--- config.mk ---
export PLATFORM = sky130hd
export DESIGN_NAME = card_status_guard
export DESIGN_NICKNAME = d
export VERILOG_FILES = /design/src/design/guard_pkg.sv /design/src/design/card_status_guard.sv /design/src/design/nvme_gate.sv
export SDC_FILE = /design/constraint.sdc
export NUM_CORES = 1
export LEC_CHECK = 0
export ABC_AREA = 1
export ABC_CLOCK_PERIOD_IN_PS = 1650
export BUFFER_PORTS_ARGS = -buffer_cell sky130_fd_sc_hd__buf_2
export CAP_MARGIN = 20
export CELL_PAD_IN_SITES_DETAIL_PLACEMENT = 0
export CELL_PAD_IN_SITES_GLOBAL_PLACEMENT = 1
export CORE_UTILIZATION = 35
export CTS_BUF_LIST = sky130_fd_sc_hd__clkbuf_16
export DETAILED_ROUTE_END_ITERATION = 10
export PLACE_DENSITY_LB_ADDON = 0.3
export RECOVER_POWER = 25
export REMOVE_ABC_BUFFERS = 1
export SYNTH_ARGS = -nofsm -noshare
export SYNTH_HDL_FRONTEND = slang
export SYNTH_HIERARCHICAL = 1
export SYNTH_SLANG_ARGS = --single-unit
export TNS_END_PERCENT = 10
--- constraint.sdc ---
create_clock -name aclk -period 1.65 [get_ports aclk]
set_input_delay 0.165 -clock aclk [delete_from_list [all_inputs] [get_ports aclk]]
set_output_delay 0.165 -clock aclk [all_outputs]
set_load 0.05 [all_outputs]
--- src/design/guard_pkg.sv ---
// constants and carrier types for the card status and access guard
// assumes one clock domain; all users reference names as guard_pkg::name
package guard_pkg;

  ////////////////////////////////////////////////////////////////////////////
  // register map, byte addresses on the 32-bit register bus
  localparam logic [7:0] OFF_CTRL      = 8'h00;
  localparam logic [7:0] OFF_STATUS    = 8'h04;
  localparam logic [7:0] OFF_PROTECT   = 8'h08;
  localparam logic [7:0] OFF_USER_SIZE = 8'h0c;
  localparam logic [7:0] OFF_CLASS     = 8'h10;

  // control register fields
  localparam int CTRL_SPI_MODE  = 0;
  localparam int CTRL_NVME_MODE = 1;
  localparam int CTRL_WP_FEAT   = 2;
  localparam int CTRL_AUTH      = 3;
  localparam int CTRL_W         = 4;
  localparam logic [3:0] CTRL_RST = 4'h0;

  // protect register fields
  localparam int PROT_LOCK = 0;
  localparam int PROT_TWP  = 1;
  localparam int PROT_PWP  = 2;
  localparam int PROT_UPC  = 3;

  // status register fields
  localparam int ST_OVERWRITE   = 0;
  localparam int ST_ERASE_SKIP  = 1;
  localparam int ST_LOCK_FAIL   = 2;
  localparam int ST_LOCKED      = 3;
  localparam int ST_ERASE_RESET = 4;
  localparam int ST_IDLE        = 5;
  localparam int ST_PROT_LSB    = 8;

  localparam logic [31:0] USER_SIZE_RST = 32'h0000_0000;

  // short and long status response bit positions
  localparam int R1_IDLE        = 0;
  localparam int R1_ERASE_RESET = 1;
  localparam int R2_LOCKED      = 0;
  localparam int R2_SKIP_FAIL   = 1;
  localparam int R2_OVERWRITE   = 7;

  // identification class: base, sub, programming interface
  localparam logic [23:0] CLASS_CODE = 24'h01_08_02;

  // command abort status codes
  localparam logic [7:0] SC_OK         = 8'h00;
  localparam logic [7:0] SC_OP_DENIED  = 8'h01;
  localparam logic [7:0] SC_ACC_DENIED = 8'h02;

  // register selector code of the relative card address
  localparam logic [2:0] SEL_RCA = 3'h2;

  localparam logic [1:0] RESP_OKAY   = 2'h0;
  localparam logic [1:0] RESP_SLVERR = 2'h2;

  ////////////////////////////////////////////////////////////////////////////
  typedef struct packed {
    logic csd_mismatch;
    logic csd_reverse;
    logic erase_partial;
    logic lock_error;
    logic erase_abandon;
    logic reset_cmd;
    logic init_done;
  } card_event_t;

  typedef struct packed {
    logic valid;
    logic admin;
    logic reads;
    logic writes;
    logic cpa;
    logic content_protection_scheme;
  } nvme_cmd_t;

  typedef struct packed {
    logic upc;
    logic permanent_write_protect;
    logic temporary_write_protect;
    logic locked;
  } protect_t;

  typedef struct packed {
    logic       valid;
    logic       deny;
    logic [7:0] code;
  } verdict_t;

  typedef struct packed {
    logic [7:0] short_byte;
    logic [7:0] long_byte;
  } status_resp_t;

endpackage

--- src/design/card_status_guard.sv ---
// card status bits, shared protection state and nvme command guard
// assumes all card-side strobes are single-cycle pulses on aclk
//
// Summary of operation
// - overwrite error on mismatch or reverse; read clears
// - erase skip set on partial erase; read clears
// - lock failed set on sequence/password error
// - locked bit follows the lock state
// - erase reset in response of abandoning command
// - idle after reset, ready after init done
// - response-type bits evaluated for this response
// - execution bits captured, fetched by later response
// - spi mode hides only relative card address
// - class code 01h, 08h, 02h
// - lock aborts every media-touching nvme command
// - admin aborts return operation denied
// - io aborts return access denied
// - legacy write protect aborts nvme writes
// - protection enforced on both interfaces alike, except upc aborts nvme writes only with the wp feature set
// - permanent/power-cycle changes need block authentication in nvme mode
// - protected area and its commands denied over pcie
// - nvme capacity equals legacy user area size
// - error bits clear when read in the long format only
`timescale 1ns/1ns
module card_status_guard (
  // clock and reset
  input  wire logic                    aclk,
  input  wire logic                    aresetn,
  // register bus, write channels
  input  wire logic [7:0]              awaddr,
  input  wire logic                    awvalid,
  output logic                         awready,
  input  wire logic [31:0]             wdata,
  input  wire logic [3:0]              wstrb,
  input  wire logic                    wvalid,
  output logic                         wready,
  output logic [1:0]                   bresp,
  output logic                         bvalid,
  input  wire logic                    bready,
  // register bus, read channels
  input  wire logic [7:0]              araddr,
  input  wire logic                    arvalid,
  output logic                         arready,
  output logic [31:0]                  rdata,
  output logic [1:0]                   rresp,
  output logic                         rvalid,
  input  wire logic                    rready,
  // legacy card side: events and status responses
  input  wire guard_pkg::card_event_t  card_event,
  input  wire logic                    resp_req,
  input  wire logic                    resp_long,
  output guard_pkg::status_resp_t      status_resp,
  output logic                         resp_valid,
  // legacy register read selector
  input  wire logic                    reg_sel_req,
  input  wire logic [2:0]              reg_sel,
  output logic                         reg_sel_valid,
  output logic                         reg_sel_ok,
  // nvme side
  input  wire guard_pkg::nvme_cmd_t    nvme_cmd,
  output guard_pkg::verdict_t          verdict,
  // shared state views
  output logic                         legacy_write_block,
  output logic [23:0]                  class_code,
  output logic [31:0]                  nvme_capacity
);

  ////////////////////////////////////////////////////////////////////////////
  function automatic logic [31:0] apply_strb(input logic [31:0] old_v,
                                             input logic [31:0] new_v,
                                             input logic [3:0]  strb);
    logic [31:0] res;
    res = old_v;
    for (int i = 0; i < 4; i++) begin
      if (strb[i]) res[i*8 +: 8] = new_v[i*8 +: 8];
    end
    return res;
  endfunction

  ////////////////////////////////////////////////////////////////////////////
  // register bus slave
  logic                     aw_hold_reg;
  logic [7:0]               aw_addr_reg;
  logic                     w_hold_reg;
  logic [31:0]              w_data_reg;
  logic [3:0]               w_strb_reg;
  logic                     bvalid_reg;
  logic [1:0]               bresp_reg;
  logic                     rvalid_reg;
  logic [31:0]              rdata_reg;
  logic [1:0]               rresp_reg;

  logic [3:0]               ctrl_reg;
  guard_pkg::protect_t      prot_reg;
  guard_pkg::protect_t      prot_next;
  logic [31:0]              user_size_reg;

  logic                     overwrite_reg;
  logic                     skip_reg;
  logic                     lockfail_reg;
  logic                     erase_reset_reg;
  logic                     idle_reg;
  guard_pkg::status_resp_t  status_resp_reg;
  logic                     resp_valid_reg;
  logic                     reg_sel_valid_reg;
  logic                     reg_sel_ok_reg;

  logic                     do_write;
  logic                     do_read;
  logic                     wr_ctrl;
  logic                     wr_prot;
  logic                     wr_size;
  logic                     wr_mapped;
  logic [31:0]              wr_word;
  logic [31:0]              ctrl_word;
  logic [31:0]              prot_word;
  logic [31:0]              status_word;
  logic [31:0]              rd_word;
  logic                     rd_mapped;

  assign awready  = !aw_hold_reg;
  assign wready   = !w_hold_reg;
  // both halves held, answer only once the previous response left
  assign do_write = aw_hold_reg && w_hold_reg && !bvalid_reg;
  assign do_read  = arvalid && !rvalid_reg;
  assign arready  = !rvalid_reg;

  assign wr_ctrl   = do_write && aw_addr_reg == guard_pkg::OFF_CTRL;
  assign wr_prot   = do_write && aw_addr_reg == guard_pkg::OFF_PROTECT;
  assign wr_size   = do_write && aw_addr_reg == guard_pkg::OFF_USER_SIZE;
  assign wr_mapped = wr_ctrl || wr_prot || wr_size;

  assign ctrl_word = {28'h0000000, ctrl_reg};
  assign prot_word = {28'h0000000, prot_reg};
  assign wr_word   = apply_strb(wr_ctrl ? ctrl_word :
                                wr_prot ? prot_word : user_size_reg,
                                w_data_reg, w_strb_reg);

  always_ff @(posedge aclk) begin
    if (!aresetn) begin
      aw_hold_reg <= 1'b0;
      aw_addr_reg <= 8'h00;
    end else if (awvalid && awready) begin
      aw_hold_reg <= 1'b1;
      aw_addr_reg <= awaddr;
    end else if (do_write) begin
      aw_hold_reg <= 1'b0;
    end
  end

  always_ff @(posedge aclk) begin
    if (!aresetn) begin
      w_hold_reg <= 1'b0;
      w_data_reg <= 32'h0000_0000;
      w_strb_reg <= 4'h0;
    end else if (wvalid && wready) begin
      w_hold_reg <= 1'b1;
      w_data_reg <= wdata;
      w_strb_reg <= wstrb;
    end else if (do_write) begin
      w_hold_reg <= 1'b0;
    end
  end

  always_ff @(posedge aclk) begin
    if (!aresetn) begin
      bvalid_reg <= 1'b0;
      bresp_reg  <= guard_pkg::RESP_OKAY;
    end else if (do_write) begin
      bvalid_reg <= 1'b1;
      bresp_reg  <= wr_mapped ? guard_pkg::RESP_OKAY :
                                guard_pkg::RESP_SLVERR;
    end else if (bready) begin
      bvalid_reg <= 1'b0;
    end
  end

  assign bvalid = bvalid_reg;
  assign bresp  = bresp_reg;

  ////////////////////////////////////////////////////////////////////////////
  // control and shared protection state, one copy for both sides
  logic auth_ok;
  logic pwp_reverse;

  // in nvme mode the permanent and power-cycle bits move only after auth
  assign auth_ok = !ctrl_reg[guard_pkg::CTRL_NVME_MODE] ||
                   ctrl_reg[guard_pkg::CTRL_AUTH];
  assign prot_next.locked = wr_prot ? wr_word[guard_pkg::PROT_LOCK] :
                                      prot_reg.locked;
  assign prot_next.temporary_write_protect    = wr_prot ? wr_word[guard_pkg::PROT_TWP] :
                                      prot_reg.temporary_write_protect;
  // permanent and power-cycle bits never clear short of a reset
  assign prot_next.permanent_write_protect = prot_reg.permanent_write_protect ||
         (wr_prot && wr_word[guard_pkg::PROT_PWP] && auth_ok);
  assign prot_next.upc = prot_reg.upc ||
         (wr_prot && wr_word[guard_pkg::PROT_UPC] && auth_ok);
  assign pwp_reverse = wr_prot && prot_reg.permanent_write_protect &&
                       !wr_word[guard_pkg::PROT_PWP];

  always_ff @(posedge aclk) begin
    if (!aresetn) begin
      ctrl_reg      <= guard_pkg::CTRL_RST;
      prot_reg      <= '0;
      user_size_reg <= guard_pkg::USER_SIZE_RST;
    end else begin
      if (wr_ctrl) ctrl_reg <= wr_word[3:0];
      prot_reg <= prot_next;
      if (wr_size) user_size_reg <= wr_word;
    end
  end

  assign legacy_write_block = prot_reg.temporary_write_protect | prot_reg.permanent_write_protect |
                              prot_reg.upc;
  assign class_code    = guard_pkg::CLASS_CODE;
  assign nvme_capacity = user_size_reg;

  ////////////////////////////////////////////////////////////////////////////
  // error bits: set wins over the read clear; erase reset register clears instead
  logic clr_any;
  logic clr_long;
  logic erase_reset_now;
  logic overwrite_set;

  assign clr_any  = resp_req;
  assign clr_long = resp_req && resp_long;
  assign overwrite_set = card_event.csd_mismatch ||
                         card_event.csd_reverse || pwp_reverse;
  // response-type bit: the abandoning command carries it itself
  assign erase_reset_now = erase_reset_reg ||
                           card_event.erase_abandon;

  always_ff @(posedge aclk) begin
    if (!aresetn) begin
      overwrite_reg   <= 1'b0;
      skip_reg        <= 1'b0;
      lockfail_reg    <= 1'b0;
      erase_reset_reg <= 1'b0;
    end else begin
      overwrite_reg <= overwrite_set || (overwrite_reg && !clr_long);
      skip_reg      <= card_event.erase_partial ||
                       (skip_reg && !clr_long);
      lockfail_reg  <= card_event.lock_error ||
                       (lockfail_reg && !clr_long);
      erase_reset_reg <= erase_reset_now && !clr_any;
    end
  end

  // reset command wins over a coincident init completion
  always_ff @(posedge aclk) begin
    if (!aresetn)                  idle_reg <= 1'b1;
    else if (card_event.reset_cmd) idle_reg <= 1'b1;
    else if (card_event.init_done) idle_reg <= 1'b0;
  end

  guard_pkg::status_resp_t resp_next;
  always_comb begin
    resp_next = '0;
    resp_next.short_byte[guard_pkg::R1_IDLE]        = idle_reg;
    resp_next.short_byte[guard_pkg::R1_ERASE_RESET] = erase_reset_now;
    if (resp_long) begin
      resp_next.long_byte[guard_pkg::R2_LOCKED]    = prot_reg.locked;
      resp_next.long_byte[guard_pkg::R2_SKIP_FAIL] = skip_reg |
                                                      lockfail_reg;
      resp_next.long_byte[guard_pkg::R2_OVERWRITE] = overwrite_reg;
    end
  end

  always_ff @(posedge aclk) begin
    if (!aresetn) begin
      status_resp_reg <= '0;
      resp_valid_reg  <= 1'b0;
    end else begin
      resp_valid_reg <= resp_req;
      if (resp_req) status_resp_reg <= resp_next;
    end
  end

  assign status_resp = status_resp_reg;
  assign resp_valid  = resp_valid_reg;

  ////////////////////////////////////////////////////////////////////////////
  // legacy register selector: only the address register is hidden
  always_ff @(posedge aclk) begin
    if (!aresetn) begin
      reg_sel_valid_reg <= 1'b0;
      reg_sel_ok_reg    <= 1'b0;
    end else begin
      reg_sel_valid_reg <= reg_sel_req;
      reg_sel_ok_reg <= !(ctrl_reg[guard_pkg::CTRL_SPI_MODE] &&
                          reg_sel == guard_pkg::SEL_RCA);
    end
  end

  assign reg_sel_valid = reg_sel_valid_reg;
  assign reg_sel_ok    = reg_sel_ok_reg;

  ////////////////////////////////////////////////////////////////////////////
  // register read path; a bus read does not clear the card status bits
  always_comb begin
    status_word = 32'h0000_0000;
    status_word[guard_pkg::ST_OVERWRITE]   = overwrite_reg;
    status_word[guard_pkg::ST_ERASE_SKIP]  = skip_reg;
    status_word[guard_pkg::ST_LOCK_FAIL]   = lockfail_reg;
    status_word[guard_pkg::ST_LOCKED]      = prot_reg.locked;
    status_word[guard_pkg::ST_ERASE_RESET] = erase_reset_reg;
    status_word[guard_pkg::ST_IDLE]        = idle_reg;
    status_word[guard_pkg::ST_PROT_LSB +: 4] = prot_reg;
  end

  assign rd_mapped = araddr == guard_pkg::OFF_CTRL ||
                     araddr == guard_pkg::OFF_STATUS ||
                     araddr == guard_pkg::OFF_PROTECT ||
                     araddr == guard_pkg::OFF_USER_SIZE ||
                     araddr == guard_pkg::OFF_CLASS;
  assign rd_word =
    araddr == guard_pkg::OFF_CTRL      ? ctrl_word :
    araddr == guard_pkg::OFF_STATUS    ? status_word :
    araddr == guard_pkg::OFF_PROTECT   ? prot_word :
    araddr == guard_pkg::OFF_USER_SIZE ? user_size_reg :
    araddr == guard_pkg::OFF_CLASS     ? {8'h00, guard_pkg::CLASS_CODE} :
                                         32'h0000_0000;

  always_ff @(posedge aclk) begin
    if (!aresetn) begin
      rvalid_reg <= 1'b0;
      rdata_reg  <= 32'h0000_0000;
      rresp_reg  <= guard_pkg::RESP_OKAY;
    end else if (do_read) begin
      rvalid_reg <= 1'b1;
      rdata_reg  <= rd_word;
      rresp_reg  <= rd_mapped ? guard_pkg::RESP_OKAY :
                                guard_pkg::RESP_SLVERR;
    end else if (rready) begin
      rvalid_reg <= 1'b0;
    end
  end

  assign rvalid = rvalid_reg;
  assign rdata  = rdata_reg;
  assign rresp  = rresp_reg;

  ////////////////////////////////////////////////////////////////////////////
  nvme_gate u_gate (
    .aclk    (aclk),
    .aresetn (aresetn),
    .prot    (prot_reg),
    .wp_feat (ctrl_reg[guard_pkg::CTRL_WP_FEAT]),
    .cmd     (nvme_cmd),
    .verdict (verdict)
  );

  ////////////////////////////////////////////////////////////////////////////
  chk_idle_exit: assert property (@(posedge aclk) disable iff (!aresetn)
    card_event.init_done && !card_event.reset_cmd ##1 resp_req
    |=> resp_valid && !status_resp.short_byte[guard_pkg::R1_IDLE])
    else $error("idle bit still set after init done");

  chk_skip_clear: assert property (@(posedge aclk) disable iff (!aresetn)
    resp_req && resp_long && !card_event.erase_partial &&
    !card_event.lock_error ##1 resp_req && resp_long
    |=> !status_resp.long_byte[guard_pkg::R2_SKIP_FAIL])
    else $error("erase skip not cleared by read");

  chk_lockfail_kept: assert property (@(posedge aclk) disable iff (!aresetn)
    card_event.lock_error && clr_long ##1 resp_req && resp_long
    |=> status_resp.long_byte[guard_pkg::R2_SKIP_FAIL])
    else $error("lock failure lost against clear");

  chk_locked_follows: assert property (@(posedge aclk) disable iff (!aresetn)
    resp_req && resp_long
    |=> status_resp.long_byte[guard_pkg::R2_LOCKED] == $past(prot_reg.locked))
    else $error("locked bit does not follow state");

  chk_erase_reset: assert property (@(posedge aclk) disable iff (!aresetn)
    resp_req && card_event.erase_abandon
    |=> status_resp.short_byte[guard_pkg::R1_ERASE_RESET]
        ##1 !erase_reset_reg || $past(card_event.erase_abandon))
    else $error("erase reset missing from its response");

  chk_pwp_auth: assert property (@(posedge aclk) disable iff (!aresetn)
    wr_prot && !auth_ok && !prot_reg.permanent_write_protect |=> !prot_reg.permanent_write_protect)
    else $error("permanent protect set without auth");

  chk_rca_hidden: assert property (@(posedge aclk) disable iff (!aresetn)
    reg_sel_req && ctrl_reg[guard_pkg::CTRL_SPI_MODE] &&
    reg_sel == guard_pkg::SEL_RCA |=> reg_sel_valid && !reg_sel_ok)
    else $error("address register visible in spi mode");

  chk_capacity_eq: assert property (@(posedge aclk) disable iff (!aresetn)
    wr_size |=> nvme_capacity == $past(wr_word))
    else $error("nvme capacity differs from user size");

  chk_overwrite_rev: assert property (@(posedge aclk) disable iff (!aresetn)
    pwp_reverse ##1 resp_req && resp_long
    |=> status_resp.long_byte[guard_pkg::R2_OVERWRITE] && prot_reg.permanent_write_protect)
    else $error("protect reversal not flagged");

endmodule

--- src/design/nvme_gate.sv ---
// nvme command gate: one registered verdict per command
// assumes command and protection state come from the aclk domain
`timescale 1ns/1ns
module nvme_gate (
  // clock and reset
  input  wire logic                 aclk,
  input  wire logic                 aresetn,
  // shared protection state and feature option
  input  wire guard_pkg::protect_t  prot,
  input  wire logic                 wp_feat,
  // command in, verdict out
  input  wire guard_pkg::nvme_cmd_t cmd,
  output guard_pkg::verdict_t       verdict
);

  guard_pkg::verdict_t verdict_reg;
  guard_pkg::verdict_t verdict_next;
  logic                media;
  logic                lock_hit;
  logic                wp_on;
  logic                wp_hit;
  logic                deny;

  assign media    = cmd.reads | cmd.writes;
  assign lock_hit = prot.locked & media;
  // until-power-cycle only exists where the nvme protect features do
  assign wp_on    = prot.temporary_write_protect | prot.permanent_write_protect | (wp_feat & prot.upc);
  assign wp_hit   = wp_on & cmd.writes;
  // protected area and its commands are never reachable from this side
  assign deny     = lock_hit | wp_hit | cmd.cpa | cmd.content_protection_scheme;

  assign verdict_next.valid = cmd.valid;
  assign verdict_next.deny  = cmd.valid & deny;
  assign verdict_next.code  = !deny ? guard_pkg::SC_OK :
                              cmd.admin ? guard_pkg::SC_OP_DENIED :
                              guard_pkg::SC_ACC_DENIED;

  always_ff @(posedge aclk) begin
    if (!aresetn) verdict_reg <= '0;
    else          verdict_reg <= verdict_next;
  end

  assign verdict = verdict_reg;

  ////////////////////////////////////////////////////////////////////////////
  chk_lock_abort: assert property (@(posedge aclk) disable iff (!aresetn)
    cmd.valid && prot.locked && (cmd.reads || cmd.writes)
    |=> verdict.valid && verdict.deny)
    else $error("locked media command not aborted");

  chk_admin_code: assert property (@(posedge aclk) disable iff (!aresetn)
    cmd.valid && cmd.admin && prot.locked && cmd.reads
    |=> verdict.code == guard_pkg::SC_OP_DENIED)
    else $error("admin abort has wrong status code");

  chk_io_code: assert property (@(posedge aclk) disable iff (!aresetn)
    cmd.valid && !cmd.admin && prot.locked && cmd.writes
    |=> verdict.code == guard_pkg::SC_ACC_DENIED)
    else $error("io abort has wrong status code");

  chk_wp_write: assert property (@(posedge aclk) disable iff (!aresetn)
    cmd.valid && cmd.writes && (prot.temporary_write_protect || prot.permanent_write_protect)
    |=> verdict.deny)
    else $error("write under protection not aborted");

  chk_cpa_denied: assert property (@(posedge aclk) disable iff (!aresetn)
    cmd.valid && (cmd.cpa || cmd.content_protection_scheme) |=> verdict.deny)
    else $error("protected area access not denied");

  chk_clean_pass: assert property (@(posedge aclk) disable iff (!aresetn)
    cmd.valid && !cmd.cpa && !cmd.content_protection_scheme && !cmd.writes && !prot.locked
    |=> !verdict.deny && verdict.code == guard_pkg::SC_OK)
    else $error("harmless command was aborted");

endmodule
# Yosys cells after proc, flatten, opt, wreduce, memory -nomap -nowiden
# Index checks and enable logic that the tools add are counted.
word_totals:
  ff_bits: 147
  in_bits: 78
  elab_cells: 136
op_classes:
  n_eq_ne: 7
  muxes: 23
  bitwise: 13
  reduce_logical: 60
op_table:
  columns: ["cell", "count"]
  rows:
  - ["32-bit two-way mux", 6]
  - ["8-bit by 4-bit == test with 1-bit output, second input constant", 4]
  - ["8-bit two-way mux", 4]
  - ["1-bit logical AND", 20]
  - ["17-bit two-way mux", 1]
  - ["8-bit zero test", 2]
  - ["1-bit logical OR", 15]
  - ["3-bit nonzero test", 4]
  - ["2-bit AND reduction", 5]
  - ["1-bit zero test", 9]
  - ["8-bit by 3-bit == test with 1-bit output, second input constant", 1]
  - ["8-bit by 5-bit == test with 1-bit output, second input constant", 1]
  - ["1-bit two-way mux", 8]
  - ["2-bit two-way mux", 4]
  - ["1-bit bitwise OR", 8]
  - ["2-bit nonzero test", 4]
  - ["1-bit AND", 4]
  - ["3-bit by 2-bit == test with 1-bit output, second input constant", 1]
  - ["2-bit OR reduction", 1]
  - ["1-bit inverter", 1]

# Longest topological paths before layout
# Gate-level depths: netlist (run 1).
logic_depth:
  depth_word: 10
  ltp_mapped: 11
  mapped_depth_nobuf: 11

# Hierarchy
# The synthesis (run 1) kept the hierarchy.
by_module_without_submodules:
  columns: ["module", "instances", "cells_per_inst", "area_each_um2", "seq_area_each_um2"]
  rows:
  - ["card_status_guard", 1, 745, 5566.6, 2702.6]
  - ["nvme_gate", 1, 29, 201.4, 80.1]

# Least setup slack after synthesis (run 1)
# Ideal clock, no wire load.
synth_path:
  path_type: "reg2reg"
  startpoint: "register rvalid_reg (netlist: rvalid)"
  endpoint: "register rdata_reg[12] (netlist: rdata[12])"
  setup_ns: 0.070
  arrival_ns: 1.793
  required_ns: 1.580
  path_slack_ns: -0.213
  stages_incl_launch_ff: 7
  path_buffers: 1
  path_cell_list: "dfxtp_1 -> inv_1 -> nand2_1 -> inv_1 -> clkbuf_1 -> nand3_1 -> a21oi_1"
synth_between:
  elab_chain_len: 2
synth_lines:
  columns: ["element", "line_no", "text"]
  rows:
  - ["from (decl)", "card_status_guard.sv:89", "logic rvalid_reg;"]
  - ["from (signal assigned)", "card_status_guard.sv:326", "rvalid_reg <= 1'b0;"]
  - ["from (signal assigned)", "card_status_guard.sv:330", "rvalid_reg <= 1'b1;"]
  - ["from (signal assigned)", "card_status_guard.sv:335", "rvalid_reg <= 1'b0;"]
  - ["1-bit zero test", null, null]
  - ["net arready", "card_status_guard.sv:43", "output logic arready,"]
  - ["1-bit logical AND", "card_status_guard.sv:125", "assign do_read = arvalid && !rvalid_reg;"]
  - ["to (signal assigned)", "card_status_guard.sv:331", "rdata_reg <= rd_word;"]
  - ["to (decl)", "card_status_guard.sv:90", "logic [31:0] rdata_reg;"]
# The timed path passes the listed nets, and every way through them passes these cells.
# A chain may end at the register's enable or synchronous reset.

# Worst setup path after layout (run 1)
layout_path:
  startpoint: "register aw_hold_reg"
  endpoint: "register user_size_reg[30] (netlist: nvme_capacity[30])"
layout_between:
  elab_chain_len: 5
  elab_cells_between_ends: 9
  cone_classes: "2 x mux; 7 x reduce/logical"
layout_lines:
  columns: ["element", "line_no", "text"]
  rows:
  - ["from (decl)", "card_status_guard.sv:82", "logic aw_hold_reg;"]
  - ["from (signal assigned)", "card_status_guard.sv:141", "aw_hold_reg <= 1'b0;"]
  - ["from (signal assigned)", "card_status_guard.sv:144", "aw_hold_reg <= 1'b1;"]
  - ["from (signal assigned)", "card_status_guard.sv:147", "aw_hold_reg <= 1'b0;"]
  - ["1-bit logical AND * (2 in a row)", "card_status_guard.sv:124", "assign do_write = aw_hold_reg && w_hold_reg && !bvalid_reg;"]
  - ["1-bit logical AND (on tied branches)", "card_status_guard.sv:128, card_status_guard.sv:129", null]
  - ["3-bit nonzero test (no line) / 32-bit two-way mux (equally long branches)", null, null]
  - ["2-bit AND reduction (no line) / 8-bit two-way mux (equally long branches)", null, null]
  - ["to (signal assigned)", "card_status_guard.sv:205", "user_size_reg <= guard_pkg::USER_SIZE_RST;"]
  - ["to (signal assigned)", "card_status_guard.sv:209", "if (wr_size) user_size_reg <= wr_word;"]
  - ["to (decl)", "card_status_guard.sv:96", "logic [31:0] user_size_reg;"]
# Every way passes the cells marked *; elsewhere a longest branch is shown, timed or not.

==> key figures, run 1 <==
Outcome
  – Status: completed

Synth
  – Mapped Cells: around 770
  – Sequential element share of the synthesized area: between 40% and 50%
  – Post-synth EDFFs: 0
  – FFs w/ async S/R, synth: 0%
  – Synth area leaders: dfxtp_1 48%, nand2_1 8.3%, nor2_1 7.5%
  – Top post-synthesis cells by count: 139 x dfxtp_1, 128 x nand2_1, 116 x nor2_1
  – Top FF cell, synth: dfxtp_1
  – Syn_area_per_cell: 7.45 um^2
  – Synth warnings: 6
  – Cell with the most instances after synthesis: dfxtp_1
  – Syn Std Cell Area: between 5000 and 6000 um^2
  – Dominant cell type by area after synthesis: dfxtp_1
  – #FFs+latches synth: ~140
  – Library cells used by synthesis: 29
  – Yosys top cell area share: 48.2%

Placement
  – HPWL Detailed: 11200 um
  – GPL Wtd Cong: between 0.8 and 0.9
  – Placed Cells: ~1100
  – I/O Buffers: approximately 160

CTS
  – Worst-skew pair later-pin latency: roughly 420 ps
  – Worst-path clk slew: approximately 60 ps
  – Root Driver: clkbuf_16
  – Clk buf depth: 2
  – CTS sink cnt: around 140
  – H-tree lvl count: 4
  – TritonCTS Buffers: 17
  – CTS tree: done

Routing
  – Avg WL per Cell: roughly 14 um
  – Via count: 5559
  – Via density: roughly 4.6
  – Final WL: about 16000 um
  – Initial DRC count: between 200 and 250
  – DRT Pass-1 Iters: 5
  – Post-DRT Antenna Nets: 0
  – DRC: 0

GRT
  – Total global routing overflow: 0
  – Antenna violations before repair: 0
  – First-pass GRT wire length: 25500 um
  – Largest net degree at the start of global routing: 42
  – Gr usage total: about a fifth
  – Vias in the first global route: about 5100

STA
  – RSZ-0062 raised after global routing: yes
  – Setup Viol. Count Final: 0
  – Fin crit share: 91.7%
  – Tightest Pin Transition: around 650 ps
  – Worst Clk Skew: 6.59 ps
  – Max-slew violation count: 0
  – Hold Violations, Final: 0
  – Post-route setup TNS: 0 ps
  – Slew HR: roughly 57%
  – F_max: around 0.66 GHz
  – Final min period: between 1500 and 2000 ps

Power
  – Net Sw Frac: 26.5%
  – Share of power burned in the clock network: between 40% and 50%
  – Cell leakage power: around 3.5 nW
  – Total power density per cell area: around 1100 nW/um^2
  – VDD IR max: ~750 uV
  – Pwr Total: around 0.0083 W
  – Psw: approximately 0.0022 W
  – Register share of total power: between 40% and 50%
  – Internal Dissipation: 0.00611 W
  – Part of the power in combinational logic: approximately an eighth

Critical path
  – Slowest CP cell: dfxtp_1
  – Max incr delay on CP: ~390 ps
  – Buf+Inv Stages, Crit Path: 1
  – Crit path capture type: flip-flop
  – Top delay family on crit path: simple AND/OR/NAND/NOR gates
  – Data arrival, critical path: 1800 ps
  – Most frequent CP cell: nand2_1
  – Crit-path cells: nand3_4, nor2_4, nand2_2, inv_4, nand2_1, nand2_1, a21oi_1
  – CP max FO: 14
  – CP Launch Type: flip-flop
  – Critical path required time: between 1500 and 2000 ps
  – Critical path class: flip-flop to flip-flop

Finish
  – Layout Cells excl Fill: between 1000 and 1500
  – Seq. cell area: between 2000 and 3000 um^2
  – Antenna cells: 0
  – NumNets Final: about 1100
  – Share of layout cells above drive strength 1: about a fifth
  – Synth-to-Final Area Change: 33.6%
  – Multi-input logic area: approximately 2400 um^2
  – Filler Cell Count: around 1700

Floorplanning
  – Die X: around 130 um
  – IO Count: approximately 210
  – Core Rows: 46
  – Die height: around 130 um
  – DIE AREA: about 17000 um^2
  – Initial core utilization: roughly 36%
  – Core box area: roughly 16000 um^2

Min path
  – Hold crit path type: input port to flip-flop

Run
  – Max-cap violations: 0
[through the flow]
step	utilization, %	cell area (um^2)	hold slack, ps	worst slack (ps)
floorplan	-	5400	237	-1020
global route	48.2	7710	27.1	-14.0
finish	48.2	7710	23.2	137
CTS	48.2	7720	3.62	76.0
detailed placement	41.6	6660	347	99.2
global placement	41.6	6660	340	122
[kinds of logic (layout without fill, tap and decap cells)]
group	after synthesis	count (layout)	share of synthesized area [%]
flip-flops	139	139	48.2
other	3	43	0.195
buffers and inverters	142	319	12.9
AND/OR/NAND/NOR	329	329	24.4
AO/OA/AOI/OAI	161	161	14.3
[tightest hold or removal path: stages]
cell,delay (ps)
buf_2,70
o21ai_0,70
a21oi_1,100
[routing by layer]
metal,routed length (um),vias to the layer above,global-route usage [%]
li1,-,2832,-
met3,984,24,4.40
met2,7610,190,32.3
met1,7520,2513,25.3
met4,264,0,7.10
met5,0,-,0
[cell type report]
class                      instances  area share (%)
sequential                       139            36.1
tap                              216            3.51
clock inverter                    15            2.05
inverter                          59            2.91
multi-input combinational        533            31.4
timing repair buffer             228            18.6
clock buffer                      17            5.52
[power groups by stage]
stage | logic, W | clock network [W] | registers [W]
finish | 0.000975 | 0.00378 | 0.00356
global route | 0.00107 | 0.00401 | 0.00358
CTS | 0.000981 | 0.00386 | 0.00356
detailed placement | 0.000890 | 0 | 0.00363
global placement | 0.000888 | 0 | 0.00363
floorplan | 0.000509 | 0 | 0.00370
[what timing repair did]
item,in CTS,in global routing
hold endpoints to repair,49,0
gates resized for setup,0,10
endpoints found under the setup margin,0,34
hold buffers,48,0
setup buffers,0,0
[cell usage in the layout (no fill, tap or decap), types with 2 or more instances in the layout]
cell type and n:
o211ai_1 2, nand2_2 2, buf_12 3, nand2_4 2, o22ai_1 5, clkbuf_1 25, nand3_1 62, clkinv_2 5
nand3_2 8, dfxtp_1 139, clkinvlp_4 3, nand2_1 128, bufinv_16 3, buf_2 136, dlygate4sd3_1 48, o21ai_1 2
nor2_1 115, o21ai_0 62, inv_2 2, buf_4 14, nor2_2 2, nand4_1 2, clkinv_1 2, clkbuf_2 2
a21oi_1 86, inv_1 57, clkbuf_16 17, a31oi_1 2, conb_1 43, nor3_1 3
[worst paths after layout]
kind / from / end / slack [ps] / cells after the start
hold / removal: awaddr[2] / aw_addr_reg[2] / 20 / 3
hold reg to reg: aw_addr_reg[1] / aw_addr_reg[1] / 460 / 2
setup / recovery: aw_hold_reg / nvme_capacity[30] / 140 / 7
setup reg to reg: aw_hold_reg / nvme_capacity[30] / 140 / 7
No activity file was read; power rests on OpenSTA's default activity.
==> inputs of run 2 (changes only) <==
- ABC_AREA: 1 -> 0
- CAP_MARGIN: 20 -> 30
- CORE_UTILIZATION: 35 -> 36
==> key figures, run 2 <==
STA
  – Final worst slack: -30.0 ps (-167 ps)
  – Fin crit share: 102% (+10 points)
  – Max-slew violation count: 0 (unchanged)
  – Worst Clk Skew: 5.74 ps (-0.854 ps)
  – Setup Viol. Count Final: 6 (+6)
  – Final min period: 1680 ps (+167 ps)
  – Tightest Pin Transition: 624 ps (-24.4 ps)
  – RSZ-0062 raised after global routing: yes
  – F_max: 0.595 GHz (-9.9%)
  – Slew HR: 58.4% (+1.4 points)
  – Hold Violations, Final: 0 (unchanged)
  – Post-route setup TNS: -139 ps (-139 ps)

Routing
  – DR WL met2: 6910 um (-9.3%)
  – DR top layer: met4
  – DRC: 16 (+16)
  – Final WL: 14400 um (-12%)
  – Initial DRC count: 220 (-3.1%)
  – DRT Pass-1 Iters: 8 (+3)
  – Via count: 4836 (-13%)
  – Via density: 4.76 (+3.3%)
  – Length of routed met3 wiring: 678 um (-31%)
  – Avg WL per Cell: 14.1 um (+4.1%)
  – M1 wire length: 6570 um (-13%)
  – Post-DRT Antenna Nets: 0 (unchanged)

Synth
  – Sequential element share of the synthesized area: 50.7% (+2.4 points)
  – Post-synth EDFFs: 0 (unchanged)
  – Synth warnings: 6 (unchanged)
  – Synth area leaders: dfxtp_1 51%, mux2i_1 8.4%, buf_4 6.3%
  – Syn_area_per_cell: 9.32 um^2 (+25%)
  – Top post-synthesis cells by count: 139 x dfxtp_1, 84 x nand2_1, 66 x nor2_1
  – Top FF cell, synth: dfxtp_1
  – Dominant cell type by area after synthesis: dfxtp_1
  – Syn Std Cell Area: 5490 um^2 (-4.8%)
  – Library cells used by synthesis: 50 (+72%)
  – Cell with the most instances after synthesis: dfxtp_1
  – FFs w/ async S/R, synth: 0% (unchanged)
  – #FFs+latches synth: 139 (unchanged)
  – Yosys top cell area share: 50.7% (+2.4 points)
  – Mapped Cells: 589 (-24%)

Placement
  – I/O Buffers: 161 (unchanged)
  – Pre-CTS setup slack: -176 ps (-276 ps)
  – Post-DP Area: 6520 um^2 (-2.0%)
  – GPL Wtd Cong: 0.795 (-5.2%)
  – HPWL Detailed: 9850 um (-12%)

Finish
  – Commonest non-fill, non-tap cell in the layout: buf_2
  – Multi-input logic area: 2450 um^2 (+1.3%)
  – Share of layout cells above drive strength 1: 30.3% (+9.5 points)
  – Synth-to-Final Area Change: 41.8%
  – Fin area: 7780 um^2 (+1.0%)
  – NumNets Final: 898 (-15%)
  – Seq. cell area: 2790 um^2 (+0.27%)
  – Filler Cell Count: 1359 (-19%)
  – Antenna cells: 0 (unchanged)
  – Commonest non-fill, non-tap cells in the layout: 160 x buf_2, 133 x dfxtp_1, 84 x nand2_1, 65 x nor2_1, 55 x dlygate4sd3_1

Critical path
  – Reg-to-reg slack, setup: -30 ps (-170 ps)
  – Reg2reg end: nvme_capacity[4]
  – CP Launch Type: flip-flop
  – CP max FO: 5 (-9)
  – Worst R2R Path Depth: 6 (-1)
  – Buf+Inv Stages, Crit Path: 2 (+1)
  – Worst R2R Start: aw_addr_reg[4]
  – Max incr delay on CP: 570 ps (+180 ps)
  – Most frequent CP cell: buf_6
  – Critical path required time: 1990 ps (+50 ps)
  – Crit path capture type: flip-flop
  – Crit-path cells: or4_4, buf_6, nor3_4, buf_6, nand3_1, a21oi_1
  – Data arrival, critical path: 2020 ps (+220 ps)
  – Top delay family on crit path: simple AND/OR/NAND/NOR gates
  – Slowest CP cell: or4_4
  – Critical path class: flip-flop to flip-flop

Power
  – VDD IR max: 647 uV (-14%)
  – Register share of total power: 42.8% (about the same)
  – Part of the power in combinational logic: 11.8% (about the same)
  – Total power density per cell area: 1060 nW/um^2 (-1.8%)
  – Internal Dissipation: 0.00615 W (+0.59%)
  – Cell leakage power: 3.46 nW (-0.21%)
  – Share of power burned in the clock network: 45.4% (about the same)
  – Psw: 0.00210 W (-4.7%)
  – Net Sw Frac: 25.5% (-1.0 points)

GRT
  – Vias in the first global route: 4683 (-7.4%)
  – First-pass GRT wire length: 23200 um (-8.9%)
  – Total global routing overflow: 0 (unchanged)
  – Largest net degree at the start of global routing: 50 (+19%)
  – Gr usage total: 18.7% (-0.90 points)
  – Antenna violations before repair: 0 (unchanged)

Outcome
  – Status: complete, but fails checks
  – Failing checks: design-rule violations, negative setup slack

Floorplanning
  – Die X: 125 um (-3.7%)
  – IO Count: 205 (unchanged)
  – Core Rows: 44 (-4.3%)
  – Die height: 125 um (-3.7%)
  – Core box area: 14700 um^2 (-8.1%)
  – DIE AREA: 15700 um^2 (-7.3%)
  – Initial core utilization: 37.4% (+1.3 points)

Min path
  – Hold Crit Depth: 3 (unchanged)
  – WHS Endpoint: w_strb_reg[1]
  – Hold crit path type: input port to flip-flop
  – Hold Crit Start: wstrb[1]

CTS
  – H-tree lvl count: 4 (unchanged)
  – Root Driver: clkbuf_16
  – Worst-path clk slew: 60 ps (about the same)
  – Worst-skew pair later-pin latency: 410 ps (about the same)
  – Clk buf depth: 2 (unchanged)
  – TritonCTS Buffers: 17 (unchanged)
  – CTS sink cnt: 139 (unchanged)
  – CTS tree: done

Run
  – Max-cap violations: 0 (unchanged)
-- run 2: cell types whose count changed after synthesis, moves of 21 or more --
| cell | delta |
|---|---|
| o21ai_0 | -56 |
| nand2_1 | -44 |
| mux2i_1 | +46 |
| inv_1 | -52 |
| nand3_1 | -53 |
| nor2_1 | -50 |
| a21oi_1 | -32 |
| a22o_1 | +21 |
-- run 2: cell families (layout without fill, tap and decap cells) --
group / Yosys count / count (layout) / share of synthesized area [%]
AND/OR/NAND/NOR: 206 / 206 / 17.3
AO/OA/AOI/OAI: 108 / 108 / 12.9
other: 3 / 43 / 0.205
multiplexers: 49 / 49 / 9.62
flip-flops: 139 / 139 / 50.7
buffers and inverters: 84 / 287 / 9.32
-- run 2: power by group through the flow --
stage / clock network, W / registers (W) / logic (W)
2_1_floorplan: 0 / 0.00365 / 0.000476
3_3_place_gp: 0 / 0.00359 / 0.000840
6_report: 0.00374 / 0.00353 / 0.000974
3_5_place_dp: 0 / 0.00359 / 0.000852
5_1_grt: 0.00396 / 0.00354 / 0.00105
4_1_cts: 0.00383 / 0.00352 / 0.000966
-- run 2: stage by stage --
| stage | total power [W] | hold WS (ps) | utilization [%] | std cells |
|---|---|---|---|---|
| floorplan | 0.00413 | 241 | - | 552 |
| CTS | 0.00832 | 0.125 | 52.4 | 1016 |
| global placement | 0.00443 | 342 | 44.4 | 928 |
| finish | 0.00825 | 14.7 | 53.0 | 1016 |
| detailed placement | 0.00445 | 351 | 44.4 | 928 |
| global route | 0.00855 | 30.6 | 53.0 | 1016 |
-- run 2: worst reg2reg max path, cell delays in order, from the launching register on --
cell,delay (ps)
dfxtp_2,320
or4_4,570
buf_6,160
nor3_4,220
buf_6,150
nand3_1,80
a21oi_1,120
-- run 2: what timing repair did --
action / in CTS / in global routing
endpoints found under the setup margin: 36 / 36
setup buffers: 1 / 0
resized for setup: 11 / 22
cloned: 1 / 0
hold endpoints to repair: 54 / 0
hold buffers: 55 / 0
pin swaps: 5 / 9
-- run 2: cell type report --
| type | instances | share of cell area [%] |
|---|---|---|
| flip-flops and latches | 139 | 35.8 |
| multi-input cells | 406 | 31.4 |
| repair buffers | 249 | 22.0 |
| clock buffers | 17 | 5.46 |
| well taps | 184 | 2.96 |
| clock inverters | 14 | 1.99 |
| inverters | 7 | 0.354 |
-- run 2: how the worst max path moves through the flow --
stage | cells after the start | end | startpoint
floorplan | 3 | rdata[12] | aresetn
global placement | 5 | prot_reg[0] | aw_addr_reg[4]
detailed placement | 5 | prot_reg[0] | aw_addr_reg[4]
CTS | 6 | nvme_capacity[25] | aw_addr_reg[0]
global route | 6 | nvme_capacity[7] | aw_addr_reg[4]
finish | 6 | nvme_capacity[4] | aw_addr_reg[4]
-- run 2: per-layer routing --
layer | vias to the layer above | GRT usage [%]
met1 | 2288 | 23.6
met5 | - | 0
met3 | 13 | 4.24
li1 | 2401 | -
met4 | 0 | 8.18
met2 | 134 | 30.7
